[config.mk]
export PLATFORM = sky130hd
export DESIGN_NAME = pms_pin_role
export DESIGN_NICKNAME = d
export VERILOG_FILES = /design/src/logic/pms_pkg.sv /design/src/logic/pms_pin_role.sv
export SDC_FILE = /design/constraint.sdc
export NUM_CORES = 1
export LEC_CHECK = 0
export ABC_AREA = 1
export BUFFER_PORTS_ARGS = -buffer_cell sky130_fd_sc_hd__buf_4
export CAP_MARGIN = 20
export CORE_MARGIN = 10
export CORE_UTILIZATION = 50
export CTS_CLUSTER_SIZE = 28
export DETAILED_ROUTE_END_ITERATION = 12
export PLACE_DENSITY = 0.74
export SYNTH_ARGS = -nofsm -noshare
export SYNTH_HDL_FRONTEND = slang
export SYNTH_SLANG_ARGS = --single-unit
export TNS_END_PERCENT = 30
[constraint.sdc]
create_clock -name ref_clk -period 1.4 [get_ports ref_clk]
set_clock_uncertainty 0.15 [all_clocks]
set_input_delay 0.42 -clock ref_clk [delete_from_list [all_inputs] [get_ports ref_clk]]
set_output_delay 0.42 -clock ref_clk [all_outputs]
set_load 0.02 [all_outputs]
[src/logic/pms_pkg.sv]
/*
 * package for the sensor pin role and address strap block: interface mode
 * encoding, the pin-direction carriers and the start-up timing counts.
 * assumes a single 20 MHz reference clock shared by every user of this package.
 */
package pms_pkg;

    // interface mode selected by the surrounding configuration logic
    typedef enum logic [2:0] {
        PMS_SPI3,       // 3-wire spi, no interrupt
        PMS_SPI3_IRQ,   // 3-wire spi with interrupt on the data-out pin
        PMS_SPI4,       // 4-wire spi
        PMS_I2C,        // i2c, strap only
        PMS_I2C_IRQ     // i2c with interrupt and strap
    } pms_mode_t;

    // three-signal view of one pad
    typedef struct packed {
        logic o;    // level driven toward the pad
        logic oe;   // high while the block drives the pad
        logic pu;   // internal pull-up enable
    } pms_pad_t;

    // clock period and start-up window length
    localparam int unsigned PMS_CLK_PERIOD_NS = 50;
    localparam int unsigned PMS_STARTUP_NS    = 1000;
    // start-up window is a least time, so round up
    localparam int unsigned PMS_STARTUP_CYC   =
        (PMS_STARTUP_NS + PMS_CLK_PERIOD_NS - 1) / PMS_CLK_PERIOD_NS;
    localparam int unsigned PMS_CNT_W         = 8;

    // reset values
    localparam logic        PMS_ADDR_LSB_RST  = 1'b1;
    localparam logic        PMS_PULLUP_RST    = 1'b1;

endpackage

[src/logic/pms_pin_role.sv]
/*
 * pin role multiplexer and i2c address strap sampler for the serial
 * interface pads. holds the strap pull-up during start-up in the i2c modes, latches the
 * address bit once, then routes data-out, data-in and chip-select by mode.
 * assumes the protocol engines run on ref_clk and hand over their pad
 * drive values here; the pad ring resolves levels from the enables.
 */
`timescale 1ns/1ps

// Behaviour
// RULE1: strap sampled only at start-up, latched once
// RULE2: strap pull-up on throughout start-up (code: i2c modes only, pull-up off in spi modes)
// RULE3: pull-up off after start-up if strap low
// RULE4: pull-up off after start-up if interrupt enabled
// RULE5: data-out pin role chosen by interface mode
// RULE6: i2c ignores chip select, pulled high
// RULE7: data-in bidirectional except in 4-wire spi
module pms_pin_role #(
    parameter int unsigned STARTUP_CYC = pms_pkg::PMS_STARTUP_CYC  // start-up length
) (
    input  wire logic              ref_clk,                      // 20 MHz clock
    input  wire logic              nrst,                         // sync reset, low
    input  wire pms_pkg::pms_mode_t mode,                         // interface mode
    input  wire logic              irq_en,                       // interrupt output on
    input  wire logic              irq_level,                    // interrupt level
    input  wire logic              spi_sdo_data,                 // spi data-out value
    input  wire logic              sdo_drive,                    // spi data-out active
    input  wire logic              bidir_o,                      // engine data value
    input  wire logic              bidir_oe,                     // engine drives line
    input  wire logic              serial_out_irq_strap_pin_i,   // data-out pad in
    input  wire logic              serial_in_or_bidir_line_i,    // data-in pad in
    input  wire logic              chip_select_n_i,              // chip select pad in
    output pms_pkg::pms_pad_t      serial_out_irq_strap_pin,     // data-out pad drive
    output pms_pkg::pms_pad_t      serial_in_or_bidir_line,      // data-in pad drive
    output logic                   chip_select_n_pu,             // cs pull-up on
    output logic                   chip_select_n_r,              // cs to engines
    output logic                   serial_data_r,                // data-in to engines
    output logic                   addr_lsb_r,                   // i2c address lsb
    output logic                   startup_done_r                // start-up finished
);
    import pms_pkg::*;

    ////////////////////////////////////////////////////////////////////////
    // input synchronisers
    logic [1:0] strap_sync_r;   // strap pin, two stages
    logic [1:0] sdi_sync_r;     // data-in pin, two stages
    logic [1:0] csn_sync_r;     // chip select pin, two stages

    // two flops per pad input, first stage read only by second
    always_ff @(posedge ref_clk) begin
        if (!nrst) begin
            strap_sync_r <= 2'h3;
            sdi_sync_r   <= 2'h3;
            csn_sync_r   <= 2'h3;
        end else begin
            strap_sync_r <= {strap_sync_r[0], serial_out_irq_strap_pin_i};
            sdi_sync_r   <= {sdi_sync_r[0], serial_in_or_bidir_line_i};
            csn_sync_r   <= {csn_sync_r[0], chip_select_n_i};
        end
    end

    ////////////////////////////////////////////////////////////////////////
    // start-up window
    logic [PMS_CNT_W-1:0] start_cnt_r;   // cycles spent in start-up
    logic                 start_last;    // final start-up cycle

    assign start_last = (start_cnt_r == PMS_CNT_W'(STARTUP_CYC - 1));

    // counts the window, then holds done
    always_ff @(posedge ref_clk) begin
        if (!nrst) begin
            start_cnt_r    <= '0;
            startup_done_r <= 1'b0;
        end else if (!startup_done_r) begin
            start_cnt_r    <= start_cnt_r + PMS_CNT_W'(1);
            startup_done_r <= start_last;
        end
    end

    ////////////////////////////////////////////////////////////////////////
    // address strap capture
    // strap read in the last start-up cycle, then frozen
    always_ff @(posedge ref_clk) begin
        if (!nrst) begin
            addr_lsb_r <= PMS_ADDR_LSB_RST;
        end else if (!startup_done_r && start_last) begin
            addr_lsb_r <= strap_sync_r[1];                          // RULE1
        end
    end

    ////////////////////////////////////////////////////////////////////////
    // pad role decode
    // true when the mode uses the data-out pin as strap
    function automatic logic is_i2c(input pms_mode_t m);
        return (m == PMS_I2C) || (m == PMS_I2C_IRQ);
    endfunction

    pms_pad_t sdo_nxt;    // data-out pad next value
    pms_pad_t sdi_nxt;    // data-in pad next value
    logic     pu_keep;    // strap pull-up wanted

    // pull-up on during start-up; afterwards only if strap high and no irq
    assign pu_keep = !startup_done_r ||                             // RULE2
                     (addr_lsb_r && !irq_en);                       // RULE3 RULE4

    // data-out pin role per mode
    always_comb begin
        sdo_nxt = '{o: 1'b0, oe: 1'b0, pu: 1'b0};
        unique case (mode)
            PMS_SPI3: begin
                sdo_nxt = '{o: 1'b0, oe: 1'b0, pu: 1'b0};           // RULE5
            end
            PMS_SPI3_IRQ: begin
                sdo_nxt = '{o: irq_level, oe: irq_en, pu: 1'b0};    // RULE5
            end
            PMS_SPI4: begin
                sdo_nxt = '{o: spi_sdo_data, oe: sdo_drive, pu: 1'b0}; // RULE5
            end
            PMS_I2C: begin
                sdo_nxt = '{o: 1'b0, oe: 1'b0, pu: pu_keep};        // RULE5
            end
            PMS_I2C_IRQ: begin
                // irq drives only after the strap is taken
                sdo_nxt = '{o: irq_level, oe: irq_en && startup_done_r,
                            pu: pu_keep};                           // RULE5
            end
            default: begin
                sdo_nxt = '{o: 1'b0, oe: 1'b0, pu: 1'b0};
            end
        endcase
        if (!startup_done_r && is_i2c(mode)) begin
            sdo_nxt.oe = 1'b0;                                      // RULE1
        end
    end

    // data-in line: input only in 4-wire spi, else shared
    always_comb begin
        sdi_nxt = '{o: bidir_o, oe: bidir_oe, pu: 1'b0};            // RULE7
        if (mode == PMS_SPI4) begin
            sdi_nxt.oe = 1'b0;                                      // RULE7
        end
    end

    ////////////////////////////////////////////////////////////////////////
    // registered pad outputs
    always_ff @(posedge ref_clk) begin
        if (!nrst) begin
            serial_out_irq_strap_pin <= '{o: 1'b0, oe: 1'b0, pu: PMS_PULLUP_RST};
            serial_in_or_bidir_line  <= '{o: 1'b0, oe: 1'b0, pu: 1'b0};
        end else begin
            serial_out_irq_strap_pin <= sdo_nxt;
            serial_in_or_bidir_line  <= sdi_nxt;
        end
    end

    // chip select: forced high and pulled up in i2c modes
    always_ff @(posedge ref_clk) begin
        if (!nrst) begin
            chip_select_n_pu <= 1'b1;
            chip_select_n_r  <= 1'b1;
        end else begin
            chip_select_n_pu <= is_i2c(mode);                       // RULE6
            chip_select_n_r  <= is_i2c(mode) ? 1'b1 : csn_sync_r[1]; // RULE6
        end
    end

    // synchronised data-in to engines
    always_ff @(posedge ref_clk) begin
        if (!nrst) begin
            serial_data_r <= 1'b1;
        end else begin
            serial_data_r <= sdi_sync_r[1];                         // RULE7
        end
    end

    ////////////////////////////////////////////////////////////////////////
    // assertions
    a_addr_frozen: assert property (@(posedge ref_clk) disable iff (!nrst) // RULE1
        startup_done_r && $past(startup_done_r) |-> $stable(addr_lsb_r))
        else $error("address bit changed after start-up");

    a_pullup_startup: assert property (@(posedge ref_clk) disable iff (!nrst) // RULE2
        !startup_done_r && is_i2c(mode) ##1 is_i2c(mode)
            |-> serial_out_irq_strap_pin.pu)
        else $error("strap pull-up off during start-up");

    a_pullup_low_off: assert property (@(posedge ref_clk) disable iff (!nrst) // RULE3
        startup_done_r && !addr_lsb_r |=> !serial_out_irq_strap_pin.pu)
        else $error("pull-up kept with strap low");

    a_pullup_irq_off: assert property (@(posedge ref_clk) disable iff (!nrst) // RULE4
        startup_done_r && irq_en |=> !serial_out_irq_strap_pin.pu)
        else $error("pull-up kept with interrupt on");

    a_spi3_unused: assert property (@(posedge ref_clk) disable iff (!nrst) // RULE5
        mode == PMS_SPI3 |=> !serial_out_irq_strap_pin.oe)
        else $error("data-out driven in plain 3-wire spi");

    a_spi4_data: assert property (@(posedge ref_clk) disable iff (!nrst) // RULE5
        mode == PMS_SPI4 |=> serial_out_irq_strap_pin.oe == $past(sdo_drive)
            && serial_out_irq_strap_pin.o == $past(spi_sdo_data))
        else $error("4-wire data-out wrong");

    a_cs_ignored: assert property (@(posedge ref_clk) disable iff (!nrst) // RULE6
        is_i2c(mode) |=> chip_select_n_r && chip_select_n_pu)
        else $error("chip select not held high in i2c");

    a_sdi_input_only: assert property (@(posedge ref_clk) disable iff (!nrst) // RULE7
        mode == PMS_SPI4 |=> !serial_in_or_bidir_line.oe)
        else $error("data-in driven in 4-wire spi");

    a_startup_len: assert property (@(posedge ref_clk) disable iff (!nrst) // RULE1
        $rose(startup_done_r) |-> start_cnt_r == PMS_CNT_W'(STARTUP_CYC))
        else $error("start-up length wrong");

    // interrupt role on the data-out pin once the strap is taken
    a_i2c_irq_role: assert property (@(posedge ref_clk) disable iff (!nrst) // RULE5
        mode == PMS_I2C_IRQ && startup_done_r
            |=> serial_out_irq_strap_pin.oe == $past(irq_en)
            && serial_out_irq_strap_pin.o == $past(irq_level))
        else $error("interrupt role wrong in i2c");

    // nothing may fight the strap level while it is being read
    a_strap_undriven: assert property (@(posedge ref_clk) disable iff (!nrst) // RULE1
        !startup_done_r && is_i2c(mode) |=> !serial_out_irq_strap_pin.oe)
        else $error("strap pin driven during start-up");

    // shared data line follows the engine outside 4-wire spi
    a_sdi_shared: assert property (@(posedge ref_clk) disable iff (!nrst) // RULE7
        mode != PMS_SPI4 |=> serial_in_or_bidir_line.oe == $past(bidir_oe))
        else $error("shared data line drive wrong");

endmodule

# Yosys cells after proc, flatten, opt, wreduce, memory -nomap -nowiden
# Cells that the tools add are included.
# Widths: inputs -> output; s select.
[totals] reg_bits=25 out_inout_bits=11
[op_classes] add_sub_neg=1 eq_ne=5 muxes=2 bitwise=1 n_reduce_logical=11
[ops] cell="$pmux 3 s4" count=1
[ops] cell="$add 8x1->8 const B" count=1
[ops] cell="$eq 8x5->1 const B" count=1
[ops] cell="$eq 3x2->1 const B" count=2
[ops] cell="$reduce_or 2->1" count=3
[ops] cell="$logic_and 1x1->1" count=4
[ops] cell="$eq 3x1->1 const B" count=1
[ops] cell="$eq 3x3->1 const B" count=1
[ops] cell="$logic_not 1->1" count=2
[ops] cell="$logic_or 1x1->1" count=2
[ops] cell="$mux 1" count=1
[ops] cell="$not 1->1" count=1

# Longest topological paths before layout
# Gate-level depths: netlist (run 1).
[depth] ltp_word=4 depth_mapped=7 depth_no_buf=7

# Worst setup path after synthesis (run 1)
# OpenSTA, ideal clock, no wires.
[synth_path] path_type="flip-flop to flip-flop" from="register start_cnt_r[0]" to="register start_cnt_r[6]" setup_time_ns=0.117 arrival_time_ns=0.941 required_ns=1.133 slack_ns=0.192 stages_incl_launch_ff=5 path_buffers=0 period_less_slack_ns=1.208 cell_sequence="dfxtp_1 -> ha_1 -> nand4_1 -> o21ai_0 -> nor2_1"
[synth_via] elab_chain_cells=1
[synth_lines] element="from (decl)" line_no="pms_pin_role.sv:64" rtl="logic [PMS_CNT_W-1:0] start_cnt_r;"
[synth_lines] element="from (signal assigned)" line_no="pms_pin_role.sv:75" rtl="start_cnt_r <= start_cnt_r + PMS_CNT_W'(1);"
[synth_lines] element="$add 8x1->8" line_no="pms_pin_role.sv:75"
# No other way between the ends.
# A chain may end at the register's enable or synchronous reset.

# Worst setup path after layout (run 1)
[layout_path] from="register startup_done_r" to="output port startup_done_r"
[layout_lines] element="from (decl)" line_no="pms_pin_role.sv:39" rtl="output logic startup_done_r"
[layout_lines] element="from (signal assigned)" line_no="pms_pin_role.sv:76" rtl="startup_done_r <= start_last;"
# No word-level cell between the ends.

==> summary.txt, run 1 <==
Placement
  – Port Buffer Count: 23
  – DP HPWL: 1590 microns
  – Place WS: 48.7 ps
  – Final Wtd Congestion: 0.810

Logic synthesis
  – Synth area leaders: dfxtp_1, nor2_1, nand2_1
  – XOR/XNOR Fraction of Synth Area: 0%
  – Yosys warns: 0
  – Post-Syn Nets: 144
  – Library cells used by synthesis: 21
  – Mapped Cells: 129
  – Compound-Gate Fraction of Synth Area: 4.62%
  – Largest area contributor in the netlist: dfxtp_1
  – #FFs+latches synth: 24
  – Post-Synth Simple-Gate Area: 35.9%
  – Avg Inst Size Synth: 7.57 sq um
  – Multiplexer share of the synthesized area: 0%
  – Synth top area share: 49.2%
  – Adder-cell share of the synthesized area: 1.28%
  – Main combinational cell family by area after synthesis: simple AND/OR/NAND/NOR gates
  – Cell Area, Synth: 976 sq um
  – Post-synthesis sequential area ratio: 49.2%

Finish
  – Fraction of layout cells with a size suffix above 1: 29.9%
  – Register area: 487 sq um
  – Fillers: 153
  – Multi-input logic area: 412 sq um
  – Layout Nets: 170
  – Area growth syn-to-layout: 25.1%
  – Post-layout util: 68.5%
  – Number of inserted diodes: 0

Critical path
  – Worst path slowest cell: dfxtp_4
  – Critical path startpoint: startup_done_r
  – CP top delay family: flip-flops
  – Cell-by-cell trace of the critical path: buf_6
  – Crit-path max FO: 6
  – Slowest stage delay, CP: 400 ps
  – Crit path to: startup_done_r
  – Worst EP required: 830 ps
  – Cell count along the critical path: 1
  – R2R depth: 4
  – Worst reg2reg setup slack: 130 ps
  – WP buf/inv: 1
  – Reg2reg start: start_cnt_r[1]
  – Crit Path Category: register to output port
  – Crit end category: output port
  – CP startpoint kind: register
  – Reg-to-Reg End: start_cnt_r[6]
  – WP data arrival: 820 ps

Timing
  – Final hold slack: 144 ps
  – Fin crit share: 99.6%
  – Final setup viols: 0
  – Final Hold Viols: 0
  – Final min period: 1390 ps
  – Max Slew Vio Count: 0
  – RSZ-0062 raised after global routing: true
  – Final setup margin: 6.16 ps
  – Fmax achieved: 717 MHz

Global routing
  – All-Layer GR Usage: 9.83%
  – Antenna violations before repair: 0
  – Total gr overflow: 0
  – Number of global-route vias before repair: 805
  – First-pass GRT wire length: 3380 microns
  – Largest net degree at the start of global routing: 14

Clock tree
  – CTS tree: yes
  – Clock Tree Buf Depth: 2
  – Hold_buf cts: 0
  – Worst-Skew Late Latency: 300 ps
  – Root Buffer Master: clkbuf_4
  – CTS Buf Count: 3
  – Post-CTS setup buffer count: 0
  – CTS sink cnt: 24
  – Clock transition at path regs: 120 ps
  – H-tree depth: 1

Floorplan
  – Number of core rows: 15
  – Die width: 64.2 microns
  – Initial Util: 54.7%
  – # IOs: 25
  – Die Height: 64.2 microns
  – Die area: 4120 sq um
  – Core Region: 1780 sq um

Detailed routing
  – Via Count: 849
  – Post-Route WL: 1980 microns
  – DR DRC count: 0
  – DR iter-0 viols: 22
  – Detailed Routing Iterations Pass 1: 4
  – Routed vias/inst: 4.74
  – Detail Route Antenna Nets: 0
  – Wire per inst: 11.1 microns

Outcome
  – Status: completed

Power and ir drop
  – Peak VDD IR: 637 uV
  – Pwr per Cell Area: 985 nW/um^2
  – P_leak: 0.572 nW

Hold path
  – Worst hold path startpoint: serial_in_or_bidir_line_i
  – Hold Crit Class: input pin to register

Job
  – Max-Cap Viols: 0
-- metrics by stage --
| step | total power, mW | instance area, sq um | cells | TNS [ps] |
|---|---|---|---|---|
| final | 1.20 | 1220 | 179 | 0 |
| after global placement | 0.868 | 1170 | 175 | 0 |
| after CTS | 1.21 | 1220 | 179 | -2.83 |
| after detailed placement | 0.875 | 1170 | 175 | 0 |
| after floorplan | 0.812 | 976 | 129 | 0 |
| after global routing | 1.26 | 1220 | 179 | -38.6 |
-- how the worst min path moves through the flow --
stage                            endpoint  slack [ps]  depth (start not counted)
after floorplan           chip_select_n_r         240                          1
after CTS                   sdi_sync_r[0]         140                          2
after global placement      serial_data_r         250                          1
final                       sdi_sync_r[0]         140                          2
after detailed placement  strap_sync_r[1]         250                          1
after global routing        sdi_sync_r[0]         130                          2
-- Yosys cell counts --
cell      number
nor2_1        23
nand3_2        2
buf_4          1
or2_2          7
nor2_4         1
o21ai_0        5
or2_1          1
ha_1           1
dfxtp_1       24
inv_1         16
nand2_4        1
nand2_1       21
nand4_1        4
nor3_1         2
buf_2          1
nand3_1        9
inv_2          2
conb_1         1
clkbuf_1       1
nand2_2        2
a21oi_1        4
-- registers in the layout, summed over array words and instances (netlist names) --
name	cells
addr_lsb_r	1
chip_select_n_pu	1
chip_select_n_r	1
csn_sync_r	2
sdi_sync_r	2
serial_data_r	1
serial_in_or_bidir_line	2
serial_out_irq_strap_pin	3
start_cnt_r	8
startup_done_r	1
strap_sync_r	2
-- where the power goes --
part	switching (mW)	internal [mW]
logic	0.0695	0.0641
clock network	0.189	0.159
registers	0.0139	0.708
-- per-layer routing --
| layer | GRT usage, % | vias up | share of wire, % |
|---|---|---|---|
| met2 | 16.2 | 22 | 47 |
| met1 | 11.0 | 374 | 45 |
| met3 | 4.53 | 4 | 7.5 |
| met4 | 3.21 | 0 | 1.1 |
| met5 | 0 | - | 0 |
| li1 | - | 449 | - |
-- area by class of cell --
class / instances / share of cell area (%)
Clock buffer: 4 / 2.97
Inverter: 18 / 5.53
Multi-Input combinational cell: 84 / 33.7
Sequential cell: 24 / 39.9
Tap cell: 25 / 2.56
Timing Repair Buffer: 24 / 15.4
-- logic make-up after synthesis --
| logic type | after synthesis |
|---|---|
| and+or+nand+nor | 73 |
| DFF | 24 |
| adders and majority gates | 1 |
| buffers and inverters | 21 |
| AOI/OAI and AO/OA | 9 |
| other | 1 |
-- repair_timing --
| action | CTS | global route |
|---|---|---|
| pin swaps | 0 | 0 |
| resized for setup | 4 | 2 |
| endpoints found under the hold margin | 0 | 0 |
| setup endpoints to repair | 2 | 4 |
-- cell usage in the layout, fill, tap and decap left out --
cell | synthesis | routed
nor2_1 | 23 | 23
buf_4 | 1 | 22
nand2_1 | 21 | 21
dfxtp_1 | 24 | 21
inv_1 | 16 | 16
nand3_1 | 9 | 9
or2_2 | 7 | 7
o21ai_0 | 5 | 5
a21oi_1 | 4 | 4
nand4_1 | 4 | 4
clkbuf_4 | 0 | 3
nand2_2 | 2 | 2
inv_2 | 2 | 2
nand3_2 | 2 | 2
nor3_1 | 2 | 2
dfxtp_2 | 0 | 2
buf_6 | 0 | 2
nand2_4 | 1 | 1
nor2_4 | 1 | 1
or2_1 | 1 | 1
ha_1 | 1 | 1
conb_1 | 1 | 1
clkbuf_8 | 0 | 1
dfxtp_4 | 0 | 1
No activity file was read; power rests on OpenSTA's default activity.
==> inputs of run 2 (changes only) <==
CAP_MARGIN = unset   (was 20)
CORE_ASPECT_RATIO = 0.9   (was unset)
CORE_MARGIN = 3   (was 10)
==> run 2 against run 1 <==
Combinational power barely moved. Routed wire length down 1.1%. Fmax up 1.1%. Power grew 12%. Global-route usage up 8.2 points. First-iteration DRC count down 73%. Critical endpoint is now addr_lsb_r. Flip-flop and latch count unchanged. Via count up 0.24%. Largest cell class unchanged. Highest routed layer unchanged. Non-clock buffer count up 2.
==> summary.txt, run 2 (synthesis results as in run 1) <==
Global routing
  – Number of global-route vias before repair: 730 (-9.3%)
  – Largest net degree at the start of global routing: 15 (+1)
  – First-pass GRT wire length: 3270 microns (-3.3%)
  – Antenna violations before repair: 0 (unchanged)
  – All-Layer GR Usage: 18.0% (+8.2 points)
  – Total gr overflow: 0 (unchanged)

Timing
  – Final setup viols: 0 (unchanged)
  – Fmax achieved: 726 MHz (+1.1%)
  – Final setup margin: 21.7 ps (+15.5 ps)
  – Max Slew Vio Count: 0 (unchanged)
  – Final Hold Viols: 0 (unchanged)
  – Setup TNS: 0 ps (unchanged)
  – Final min period: 1380 ps (-15.5 ps)
  – Fin crit share: 98.5% (-1.1 points)
  – RSZ-0062 raised after global routing: true

Critical path
  – CP top delay family: flip-flops
  – Cell-by-cell trace of the critical path: buf_6
  – Crit Path Category: register to output port
  – Reg2reg start: start_cnt_r[1]
  – CP startpoint kind: register
  – WP buf/inv: 1 (unchanged)
  – WP data arrival: 810 ps (about the same)
  – Critical path startpoint: addr_lsb_r
  – Crit-path max FO: 3 (-3)
  – Worst EP required: 830 ps (about the same)
  – Crit end category: output port
  – Worst path slowest cell: dfxtp_2
  – Slowest stage delay, CP: 370 ps (-30 ps)

Detailed routing
  – Wire per inst: 10.9 microns (-1.6%)
  – DR iter-0 viols: 6 (-73%)
  – Routed vias/inst: 4.73 (-0.32%)
  – Via Count: 851 (+0.24%)
  – Detail Route Antenna Nets: 0 (unchanged)
  – Post-Route WL: 1960 microns (-1.1%)
  – Detailed Routing Iterations Pass 1: 4 (unchanged)
  – DR DRC count: 0 (unchanged)

Job
  – Max-Cap Viols: 0 (unchanged)

Clock tree
  – CTS tree: yes
  – Hold_buf cts: 0 (unchanged)
  – CTS Buf Count: 3 (unchanged)
  – CTS sink cnt: 24 (unchanged)
  – Worst-Skew Late Latency: 320 ps (+20 ps)
  – Clock Tree Buf Depth: 2 (unchanged)
  – H-tree depth: 1 (unchanged)
  – Clock transition at path regs: 130 ps (about the same)
  – Root Buffer Master: clkbuf_4

Finish
  – Layout Nets: 172 (+1.2%)
  – Number of inserted diodes: 0 (unchanged)
  – Largest register FFs: 8 (unchanged)
  – Most flop-heavy register: start_cnt_r
  – Most frequent cells in the layout: nor2_1, buf_4, nand2_1, dfxtp_1, inv_1
  – Fraction of layout cells with a size suffix above 1: 31.4% (+1.5 points)
  – Final cell count without fillers: 180 (+0.56%)
  – Largest regs: start_cnt_r (8), serial_out_irq_strap_pin (3)
  – Area growth syn-to-layout: 29.0%
  – Fillers: 148 (-3.3%)

Power and ir drop
  – P_sw: 291 uW (+6.6%)
  – Sequential Power Share: 53.3% (-6.7 points)
  – P_int: 1.06 mW (+14%)
  – P_leak: 0.592 nW (+3.5%)
  – Net Sw Frac: 21.5% (-1.2 points)
  – Clock network fraction of total power: 36.6% (+7.7 points)
  – Comb power frac: 10.0% (-1.1 points)
  – Pwr per Cell Area: 1080 nW/um^2 (+9.1%)
  – Peak VDD IR: 867 uV (+36%)

Hold path
  – Worst hold path startpoint: chip_select_n_i
  – Hold Crit Class: input pin to register

Floorplan
  – Die Height: 47.9 microns (-25%)
  – Number of core rows: 14 (-1)
  – Die width: 52.6 microns (-18%)
  – Core Region: 1750 sq um (-1.8%)
  – Die area: 2520 sq um (-39%)
  – # IOs: 25 (unchanged)
  – Initial Util: 55.7% (+0.98 points)

Placement
  – Final Wtd Congestion: 0.698 (-14%)
  – Place WS: 45.2 ps (-3.55 ps)
  – Port Buffer Count: 23 (unchanged)
  – DP Cell Count: 174 (-0.57%)
  – DP HPWL: 1440 microns (-9.5%)

Outcome
  – Status: completed
[run 2: layout make-up]
cell class                      count  area [sq um]  share of cell area (%)
Clock buffer                        3          22.5                    1.79
Clock inverter                      1          30.0                    2.39
Inverter                           18          70.1                    5.57
Multi-Input combinational cell     84           412                    32.7
Sequential cell                    24           488                    38.8
Tap cell                           24          30.0                    2.39
Timing Repair Buffer               26           206                    16.4
[run 2: routing by layer]
| layer | GRT usage [%] | wire length, microns |
|---|---|---|
| met4 | 4.59 | 18 |
| met3 | 6.23 | 113 |
| met5 | 0 | 0 |
| met2 | 33.9 | 970 |
| met1 | 19.5 | 858 |
[run 2: through the flow]
| stage | total power, mW | hold slack, ps | instance area [sq um] | utilization [%] |
|---|---|---|---|---|
| 2_1_floorplan | 0.812 | 235 | 976 | - |
| 3_3_place_gp | 0.867 | 239 | 1170 | 66.8 |
| 3_5_place_dp | 0.873 | 247 | 1170 | 66.8 |
| 4_1_cts | 1.36 | 119 | 1250 | 71.1 |
| 5_1_grt | 1.41 | 110 | 1260 | 71.9 |
| 6_report | 1.35 | 128 | 1260 | 71.9 |
[run 2: what timing repair did]
action / CTS / global route
cloned: 0 / 0
resized for setup: 4 / 6
setup buffers: 2 / 0
setup endpoints to repair: 2 / 8
[run 2: path summary, 6_finish.rpt]
| check | cells past startpoint | slack [ps] | to |
|---|---|---|---|
| setup / recovery | 1 | 20 | addr_lsb_r |
| hold / removal | 2 | 130 | csn_sync_r[0] |
| hold reg to reg | 1 | 280 | chip_select_n_r |
| setup reg to reg | 4 | 70 | start_cnt_r[4] |
[run 2: power by group through the flow]
stage | Sequential (mW) | Combinational [mW] | Clock, mW
2_1_floorplan | 0.751 | 0.0609 | 0
3_3_place_gp | 0.738 | 0.130 | 0
3_5_place_dp | 0.738 | 0.134 | 0
4_1_cts | 0.721 | 0.135 | 0.503
5_1_grt | 0.725 | 0.152 | 0.535
6_report | 0.722 | 0.135 | 0.496
